<file path="config.mk">
export PLATFORM = sky130hd
export DESIGN_NAME = dial_stepper_sequencer
export DESIGN_NICKNAME = d
export VERILOG_FILES = /design/src/hw/dial_pkg.sv /design/src/hw/step_pulse_div.sv /design/src/hw/dial_stepper_sequencer.sv
export SDC_FILE = /design/constraint.sdc
export NUM_CORES = 1
export LEC_CHECK = 0
export BUFFER_PORTS_ARGS = -buffer_cell sky130_fd_sc_hd__buf_2
export CELL_PAD_IN_SITES_DETAIL_PLACEMENT = 0
export CELL_PAD_IN_SITES_GLOBAL_PLACEMENT = 1
export CORE_ASPECT_RATIO = 1.4
export CORE_MARGIN = 2
export CORE_UTILIZATION = 30
export CTS_CLUSTER_SIZE = 12
export DETAILED_ROUTE_END_ITERATION = 10
export GPL_TIMING_DRIVEN = 0
export PLACE_DENSITY_LB_ADDON = 0.1
export RECOVER_POWER = 100
export REMOVE_ABC_BUFFERS = 1
export SYNTH_ARGS = -nofsm -noshare
export SYNTH_HDL_FRONTEND = slang
export SYNTH_SLANG_ARGS = --single-unit
</file>
<file path="constraint.sdc">
create_clock -name i_mclk -period 2.45 [get_ports i_mclk]
set_clock_uncertainty 0.1 [all_clocks]
set_input_delay 0.1225 -clock i_mclk [delete_from_list [all_inputs] [get_ports i_mclk]]
set_output_delay 0.1225 -clock i_mclk [all_outputs]
set_load 0.02 [all_outputs]
</file>
<file path="src/hw/dial_pkg.sv">
// constants shared by the dial stepper sequencer
package dial_pkg;
    localparam int clk_hz = 10_000_000;
    localparam int coil_count = 4;
    localparam int band_steps = 40;
    localparam int group_pulses = 4;
    localparam int band_time_ms = 350;
    localparam int osc_period_cycles = (clk_hz / 1000) * band_time_ms / band_steps;
    localparam int line_hz = 60;
    localparam int cont_fast_s = 6;
    localparam int cont_slow_s = 20;
    localparam int div_fast = cont_fast_s * line_hz / band_steps;
    localparam int div_slow = cont_slow_s * line_hz / band_steps;
    localparam int dwell_min_s = 1;
    localparam int dwell_max_s = 60;
    localparam int one_second_cycles = clk_hz;
    localparam logic [3:0] coil_phase0 = 4'h1;
    localparam logic [3:0] coils_off = 4'h0;
    typedef enum logic [1:0] {src_timer, src_contactor, src_remote} dwell_src_type;
endpackage

</file>
<file path="src/hw/step_pulse_div.sv">
// counts input pulses and emits one pulse every n of them
`timescale 1ns/1ps
module step_pulse_div #(
    parameter int width = 16
) (
    // clock and reset
    input wire logic i_mclk,
    input wire logic i_rst,
    // control
    input wire logic i_clear,
    input wire logic i_tick,
    input wire logic [width-1:0] i_div,
    // output
    output logic o_pulse
);
    logic [width-1:0] count_reg;
    logic [width-1:0] count_next;
    logic pulse_reg;
    logic pulse_next;

    always_comb begin
        count_next = count_reg;
        pulse_next = 1'b0;
        if (i_clear) begin
            count_next = '0;
        end else if (i_tick) begin
            if (count_reg + width'(1) >= i_div) begin
                count_next = '0;
                pulse_next = 1'b1;
            end else begin
                count_next = count_reg + width'(1);
            end
        end
    end

    always_ff @(posedge i_mclk or posedge i_rst) begin
        if (i_rst) begin
            count_reg <= '0;
            pulse_reg <= 1'b0;
        end else begin
            count_reg <= count_next;
            pulse_reg <= pulse_next;
        end
    end

    assign o_pulse = pulse_reg;
endmodule

</file>
<file path="src/hw/dial_stepper_sequencer.sv">
// coil sequencer and motion control for the dial stepper
`timescale 1ns/1ps
module dial_stepper_sequencer
    import dial_pkg::*;
#(
    parameter int osc_cycles = osc_period_cycles,
    parameter int second_cycles = one_second_cycles
) (
    // clock and reset
    input wire logic i_mclk,
    input wire logic i_rst,
    // operator panel
    input wire logic i_start,
    input wire logic i_stop,
    input wire logic i_reverse,
    input wire logic i_continuous,
    input wire logic i_slow_speed,
    input wire logic [1:0] i_dwell_source,
    input wire logic [5:0] i_dwell_seconds,
    // external pins
    input wire logic i_line_60hz,
    input wire logic i_contactor,
    input wire logic i_remote_advance,
    // motor coils and status
    output logic [3:0] o_coils,
    output logic o_running,
    output logic o_band_done
);
    typedef enum logic [1:0] {st_idle, st_band, st_dwell, st_cont} state_type;

    // pin synchronisers
    logic [1:0] line_sync_reg, cont_sync_reg, rem_sync_reg;
    logic [1:0] line_sync_next, cont_sync_next, rem_sync_next;
    logic line_prev_reg, cont_prev_reg, rem_prev_reg;
    logic line_rise, cont_rise, rem_rise;

    state_type state_reg, state_next;
    logic [1:0] phase_reg, phase_next;
    logic [3:0] coils_reg, coils_next;
    logic [5:0] step_reg, step_next;
    logic [23:0] osc_reg, osc_next;
    logic [27:0] sec_reg, sec_next;
    logic [5:0] dwell_reg, dwell_next;
    logic done_reg, done_next;
    logic cont_pulse, step_pulse, trigger, dwell_expired;
    logic [5:0] dwell_limit;
    logic [7:0] div_sel;
    logic [1:0] coil_idx;
    logic group_edge;

    always_comb begin
        line_sync_next = {line_sync_reg[0], i_line_60hz};
        cont_sync_next = {cont_sync_reg[0], i_contactor};
        rem_sync_next = {rem_sync_reg[0], i_remote_advance};
    end

    assign line_rise = line_sync_reg[1] & ~line_prev_reg;
    assign cont_rise = cont_sync_reg[1] & ~cont_prev_reg;
    assign rem_rise = rem_sync_reg[1] & ~rem_prev_reg;

    // line divider for continuous mode
    assign div_sel = i_slow_speed ? 8'(div_slow) : 8'(div_fast);
    step_pulse_div #(.width(8)) u_line_div (
        .i_mclk(i_mclk),
        .i_rst(i_rst),
        .i_clear(state_reg != st_cont),
        .i_tick(line_rise),
        .i_div(div_sel),
        .o_pulse(cont_pulse)
    );

    // dwell limit clamped to 1..60 s
    always_comb begin
        dwell_limit = i_dwell_seconds;
        if (i_dwell_seconds < 6'(dwell_min_s)) begin
            dwell_limit = 6'(dwell_min_s);
        end else if (i_dwell_seconds > 6'(dwell_max_s)) begin
            dwell_limit = 6'(dwell_max_s);
        end
    end
    assign dwell_expired = (dwell_reg >= dwell_limit);

    always_comb begin
        trigger = 1'b0;
        case (dwell_src_type'(i_dwell_source))
            src_timer: trigger = dwell_expired;
            src_contactor: trigger = cont_rise;
            src_remote: trigger = rem_rise;
            default: trigger = rem_rise;
        endcase
    end

    // step pulse source selection
    always_comb begin
        step_pulse = 1'b0;
        case (state_reg)
            st_band: step_pulse = (osc_reg == 24'(osc_cycles - 1));
            st_cont: step_pulse = cont_pulse;
            default: step_pulse = 1'b0;
        endcase
    end

    // phase is the next forward coil; reverse fires two back from it
    assign coil_idx = i_reverse ? phase_reg - 2'h2 : phase_reg;

    // stop only on a whole group of four steps
    assign group_edge = (step_reg[1:0] == 2'h0) && !step_pulse;

    always_comb begin
        state_next = state_reg;
        phase_next = phase_reg;
        coils_next = coils_off;
        step_next = step_reg;
        osc_next = '0;
        sec_next = '0;
        dwell_next = dwell_reg;
        done_next = 1'b0;
        if (state_reg == st_band) begin
            osc_next = step_pulse ? 24'h000000 : osc_reg + 24'h000001;
        end
        if (state_reg == st_dwell) begin
            if (sec_reg == 28'(second_cycles - 1)) begin
                sec_next = '0;
                if (!dwell_expired) begin
                    dwell_next = dwell_reg + 6'h01;
                end
            end else begin
                sec_next = sec_reg + 28'h0000001;
            end
        end
        if (step_pulse) begin
            coils_next = coil_phase0 << coil_idx;
            phase_next = i_reverse ? phase_reg - 2'h1 : phase_reg + 2'h1;
            step_next = step_reg + 6'h01;
        end
        case (state_reg)
            st_idle: begin
                if (i_start && !i_stop) begin
                    step_next = '0;
                    state_next = i_continuous ? st_cont : st_band;
                end
            end
            st_band: begin
                if (step_pulse && step_reg == 6'(band_steps - 1)) begin
                    state_next = st_dwell;
                    dwell_next = '0;
                    done_next = 1'b1;
                end else if (i_stop && group_edge) begin
                    state_next = st_idle;
                end
            end
            st_dwell: begin
                if (i_stop) begin
                    state_next = st_idle;
                end else if (trigger) begin
                    step_next = '0;
                    state_next = st_band;
                end
            end
            st_cont: begin
                if (i_stop && group_edge) begin
                    state_next = st_idle;
                end
            end
            default: state_next = st_idle;
        endcase
    end

    always_ff @(posedge i_mclk or posedge i_rst) begin
        if (i_rst) begin
            line_sync_reg <= 2'h0;
            cont_sync_reg <= 2'h0;
            rem_sync_reg <= 2'h0;
            line_prev_reg <= 1'b0;
            cont_prev_reg <= 1'b0;
            rem_prev_reg <= 1'b0;
            state_reg <= st_idle;
            phase_reg <= 2'h0;
            coils_reg <= coils_off;
            step_reg <= '0;
            osc_reg <= '0;
            sec_reg <= '0;
            dwell_reg <= '0;
            done_reg <= 1'b0;
        end else begin
            line_sync_reg <= line_sync_next;
            cont_sync_reg <= cont_sync_next;
            rem_sync_reg <= rem_sync_next;
            line_prev_reg <= line_sync_reg[1];
            cont_prev_reg <= cont_sync_reg[1];
            rem_prev_reg <= rem_sync_reg[1];
            state_reg <= state_next;
            phase_reg <= phase_next;
            coils_reg <= coils_next;
            step_reg <= step_next;
            osc_reg <= osc_next;
            sec_reg <= sec_next;
            dwell_reg <= dwell_next;
            done_reg <= done_next;
        end
    end

    assign o_coils = coils_reg;
    assign o_running = (state_reg == st_band) || (state_reg == st_cont);
    assign o_band_done = done_reg;
endmodule

</file>
Word level (Yosys, flattened, before mapping)
Index checks and enable logic that the tools add are counted.

word-level totals
  output and inout port bits = 6
  logic and storage cells = 94
  flip-flop bits (word level) = 91

cells by class
  add/sub/neg operators = 8
  shifts and indexed selects = 1
  reduce and logical (&&, ||, !) cells = 12
  mux-type cells = 37
  magnitude comparators = 4
  eq/ne operators = 10
  bitwise gates (word level) = 6

operators by type and width
  kind                     number
  $mux W6                  11
  $mux W28                 2
  $mux W24                 2
  $add A28 B1 Y28 const B  1
  $eq A28 B24 Y1 const B   1
  $add A24 B1 Y24 const B  1
  $eq A24 B17 Y1 const B   1
  $mux W8                  3
  $mux W2                  8
  $add A6 B1 Y6 const B    2
  $pmux W6 S2              1
  $add A8 B1 Y8 const B    1
  $ge A8 B5 Y1             1
  $pmux W2 S4              1
  $eq A6 B6 Y1 const B     1
  $ge A6 B6 Y1             1
  $gt A6 B6 Y1 const B     1
  $logic_not A2 Y1         3
  $lt A6 B1 Y1 const B     1
  $mux W1                  5
  $mux W5                  1
  $eq A2 B1 Y1 const B     2
  $eq A2 B2 Y1 const B     2
  $logic_and A1 B1 Y1      4
  14 further kinds         21

Logic depth before layout (Yosys ltp)
  depth in word-level cells = 9
  gate-level depth with buffers = 10
  mapped depth without buffers = 10

Cells and area by module
From an unflattened synthesis, not the netlist that was laid out.

second synthesis, totals
  cell total of the unflattened synthesis = 497
  area total of the unflattened synthesis = 4840.9 µm²

modules (own cells, without submodules)
  module                  cells an instance  area each (µm²)  times used
  dial_stepper_sequencer  429                4174.0           1
  step_pulse_div          68                 666.9            1

Worst setup path after synthesis
Ideal clock, no wire load.

  path type = reg2reg
  start = register u_line_div.count_reg[0]
  end = register u_line_div.count_reg[2]
  stages on the path, launching flop included = 10
  path slack = 0.093 ns
  clock period less this slack = 2.357 ns
  setup time = 0.076 ns
  data arrival time = 2.181 ns
  cells stage by stage = dfrtp_1 ha_1 nand3_1 and2_1 or2_2 ha_1 o211a_1 nor4b_2 a21oi_1 o21ai_1

between the ends
  longest elaborated chain between the ends = 5

ends and longest elaborated chain
  item                    line                                        text
  from (decl)             step_pulse_div.sv:16                        logic [width-1:0] count_reg;
  from (signal assigned)  step_pulse_div.sv:41                        count_reg <= count_next;
  $add A8 B1 Y8 (*)       step_pulse_div.sv:27, step_pulse_div.sv:31
  $ge A8 B5 Y1            step_pulse_div.sv:27                        if (count_reg + width'(1) >= i_div) begin
  $mux W8 (*)             step_pulse_div.sv:27
  $mux W8 (*)             step_pulse_div.sv:26                        end else if (i_tick) begin
  $mux W8 (*)             step_pulse_div.sv:24                        if (i_clear) begin

Every way passes the cells marked *; elsewhere a longest branch is shown, timed or not. The select of a mux whose other input is x is not followed.
A chain may end at the register's enable or synchronous reset.

Worst setup path after layout
  start = register u_line_div.count_reg[1]
  end = register u_line_div.count_reg[0]

between the ends
  longest elaborated chain between the ends = 5

ends and longest elaborated chain
  item           line
  $add A8 B1 Y8  step_pulse_div.sv:27
  $ge A8 B5 Y1   step_pulse_div.sv:27
  $mux W8        step_pulse_div.sv:27
  $mux W8        step_pulse_div.sv:26
  $mux W8        step_pulse_div.sv:24

Every way passes these cells. The select of a mux whose other input is x is not followed.

==> results.toml <==
[clocking]
htree_num_levels = 3
numCtsBuffers = 9
cts_buffer_depth = 2
clock-sinks = 91
clk_latency_ns = 0.35
root_buffer = "clkbuf_16"
cts_tree = "built"
clkTransAtPathRegs_ns = 0.07

[critical_path]
path_delay_family = "simple AND/OR/NAND/NOR gates"
worst_setup_path_start_kind = "flip-flop"
end_kind = "flip-flop"
crit_type = "reg -> reg"
cp.arrival_ns = 2.54
cpPeakStageDelay_ns = 0.42
slowest_stage = "dfrtp_1"
cp_max_fo = 5
path_cells = "ha_4 > nand3_2 > and2_4 > or2_2 > ha_4 > o211a_4 > nor4b_4 > buf_4 > buf_4 > mux2_2"
critPathBufInv = 2
crit_required_ns = 2.58

[floorplan]
die_w_um = 109.6
start_util = 0.3038
io_pins = 24
row_count = 54
die_area_mm2 = 0.01663
core_area_mm2 = 0.01540
fp.dieH_um = 151.8

[yosys]
ys.flop_type = "dfrtp_1"
yosys.area.top_type = "dfrtp_1"
synth_top_family_by_area = "simple AND/OR/NAND/NOR gates"
synth_fa_ha_area_frac = 0.05348
ys_seq_area_frac = 0.4866
synth_xor_area_frac = 0.1029
async_flop_share = 1.000
yosysWarnings = 0
netlist.area_leader.share = 0.4866
synth_compound_area_frac = 0.05802
synth_area_per_cell_um2 = 9.914
yosys.area_share.simple = 0.2626
synth-seq-cells = 91
muxShareOfSynthArea = 0.006952
synth_edf_count = 0
synthDistinctLibCells = 50
netlist_area_mm2 = 0.004679
netlist_top_cells_area = "dfrtp_1 (49%), nor2_1 (5.7%), xnor2_1 (5.4%)"
syn_inst = 472

[timing]
slew_headroom = 0.3779
timing.final.hold_violations = 0
setup_viol_count_final = 0
maxSlewViolCount = 0
worst_pin_slew_ns = 0.9318
hold_slack_ns = 0.04951
period_needed_ns = 2.402
post-route-period-util = 0.9806
max_freq_ghz = 0.4163

[place]
detailed_place.area_mm2 = 0.005049
dp_hpwl_um = 6927
port_buffers = 23
dp_cells = 681
place_congestion = 0.7266

[hold_path]
hold_path.class = "in -> reg"

[cells_and_area]
seq_area_mm2 = 0.002278
finalNetCount = 545
drive_gt1_frac = 0.1543
finish.utilization = 0.3640
multi_input_area_mm2 = 0.002449
largest_reg_flops = 28
final_area_mm2 = 0.005608
fin_cells = 708
area_growth_pct = 19.84
insertedDiodeCount = 0
n_fill_cell = 1554

[detailed_routing]
detail_route.wirelength_um = 10160
drt_pass1_iterations = 4
routed_via_density = 4.808
avgRoutedWirePerCell_um = 14.35
drt_iter0_drc = 139
num_vias = 3404
drcViolationCount = 0
postRouteAntennaNets = 0

[global_routing]
grtUsageTotal = 0.1342
grt_max_degree = 49
grt_pass1_wl_um = 17220
antenna_found_initial = 0
grt_remaining_overflow = 0
grt_pass1_vias = 3462

[power_and_ir_drop]
leakage_nw = 2.323
power.density_mw_per_mm2 = 643.7
ir_worst_vdd_v = 0.0002509

[outcome]
outcome = "finished clean"

[flow_run]
cap_violations = 0
[area by class of cell]
cell class / count / share of cell area
multi-input cells: 348 / 0.4366
flip-flops and latches: 91 / 0.4063
clock buffers: 12 / 0.04574
well taps: 196 / 0.04373
repair buffers: 37 / 0.04128
inverters: 20 / 0.01339
clock inverters: 4 / 0.01294
[worst paths after layout]
path / cells after the start / endpoint / slack (ns) / from
max: 10 / u_line_div.count_reg[0] / 0.05 / u_line_div.count_reg[1]
min reg2reg: 0 / cont_sync_reg[1] / 0.25 / cont_sync_reg[0]
min: 3 / state_reg[1] / 0.05 / i_stop
max reg2reg: 10 / u_line_div.count_reg[0] / 0.05 / u_line_div.count_reg[1]
max in group asynchronous: 4 / state_reg[0] / 0.50 / i_rst
min in group asynchronous: 3 / sec_reg[24] / 0.43 / i_rst
[cells in the final DEF, fill, tap and decap left out, types with 2 or more instances in the layout]
| cell type | count |
|---|---|
| a21oi_1 | 15 |
| and2_0 | 4 |
| and2_1 | 6 |
| and3_1 | 9 |
| and4_1 | 3 |
| buf_2 | 18 |
| buf_4 | 8 |
| bufinv_16 | 2 |
| clkbuf_1 | 6 |
| clkbuf_16 | 9 |
| clkbuf_8 | 2 |
| dfrtp_1 | 90 |
| dlygate4sd3_1 | 4 |
| ha_1 | 18 |
| ha_4 | 2 |
| inv_1 | 18 |
| inv_2 | 2 |
| nand2_1 | 33 |
| nand2b_1 | 3 |
| nand3_1 | 24 |
| nand4_1 | 18 |
| nor2_1 | 71 |
| nor2b_1 | 3 |
| nor3_1 | 7 |
| nor4_1 | 4 |
| nor4_2 | 2 |
| nor4_4 | 3 |
| nor4b_1 | 4 |
| nor4b_4 | 2 |
| o21ai_0 | 13 |
| o21ai_1 | 3 |
| o21bai_1 | 2 |
| o31ai_4 | 2 |
| or3_1 | 9 |
| xnor2_1 | 29 |
| xor2_1 | 26 |
[worst reg2reg max path, cell delays in order (launching register included)]
cell and delay (ns):
dfrtp_1 0.42, ha_4 0.18, nand3_2 0.08, and2_4 0.17, or2_2 0.31, ha_4 0.28, o211a_4 0.17, nor4b_4 0.04
buf_4 0.15, buf_4 0.13, mux2_2 0.25
[metal layers]
metal  vias up  wire, um  global-route usage
met1      1668      4575              0.1640
li1       1702         -                   -
met5         -         0                   0
met4         0       164             0.05506
met2        24      5177              0.2235
met3        10       240             0.03464
[metrics by stage]
| stage | setup slack [ns] | setup TNS, ns | power (mW) |
|---|---|---|---|
| after global placement | -1.509 | -199.32 | 2.031 |
| after detailed placement | -0.6161 | -21.58 | 2.074 |
| after CTS | 0.004805 | 0 | 3.682 |
| final | 0.04762 | 0 | 3.610 |
| after global routing | -0.02069 | -0.05268 | 3.795 |
| after floorplan | -0.1960 | -17.92 | 1.877 |
[synthesized netlist by cell type (all sizes together) (3+ instances only)]
library cell,count
dfrtp,91
nor2,72
nand2,34
xnor2,29
xor2,26
nand3,25
ha,20
inv,20
nand4,18
o21ai,16
a21oi,15
and2,11
or3,10
and3,9
nor4,9
nor3,8
buf,7
nor4b,7
clkbuf,6
and4,4
nand2b,4
nor2b,4
o31ai,4
nor4bb,3
o21bai,3
[where the power goes]
group / leakage, nW / switching [mW] / internal [mW]
clock: 0.159 / 0.590 / 0.949
sequential: 1.22 / 0.0756 / 1.55
combinational: 0.944 / 0.302 / 0.143
[cell families (layout without fill, tap and decap cells)]
family	after synthesis	after routing
simple gates	225	225
buf+inv	33	73
compound gates	45	45
mux	3	3
fa+ha+maj	20	20
xor+xnor	55	55
flops	91	91
[timing repair]
action / CTS / global route
gates resized for setup: 13 / 18
buffers inserted: 2 / 5
hold buffers: 4 / 0
setup endpoints to repair: 46 / 25
hold endpoints to repair: 46 / 0
pin swaps: 0 / 4
Power figures use the tool's default switching activity.
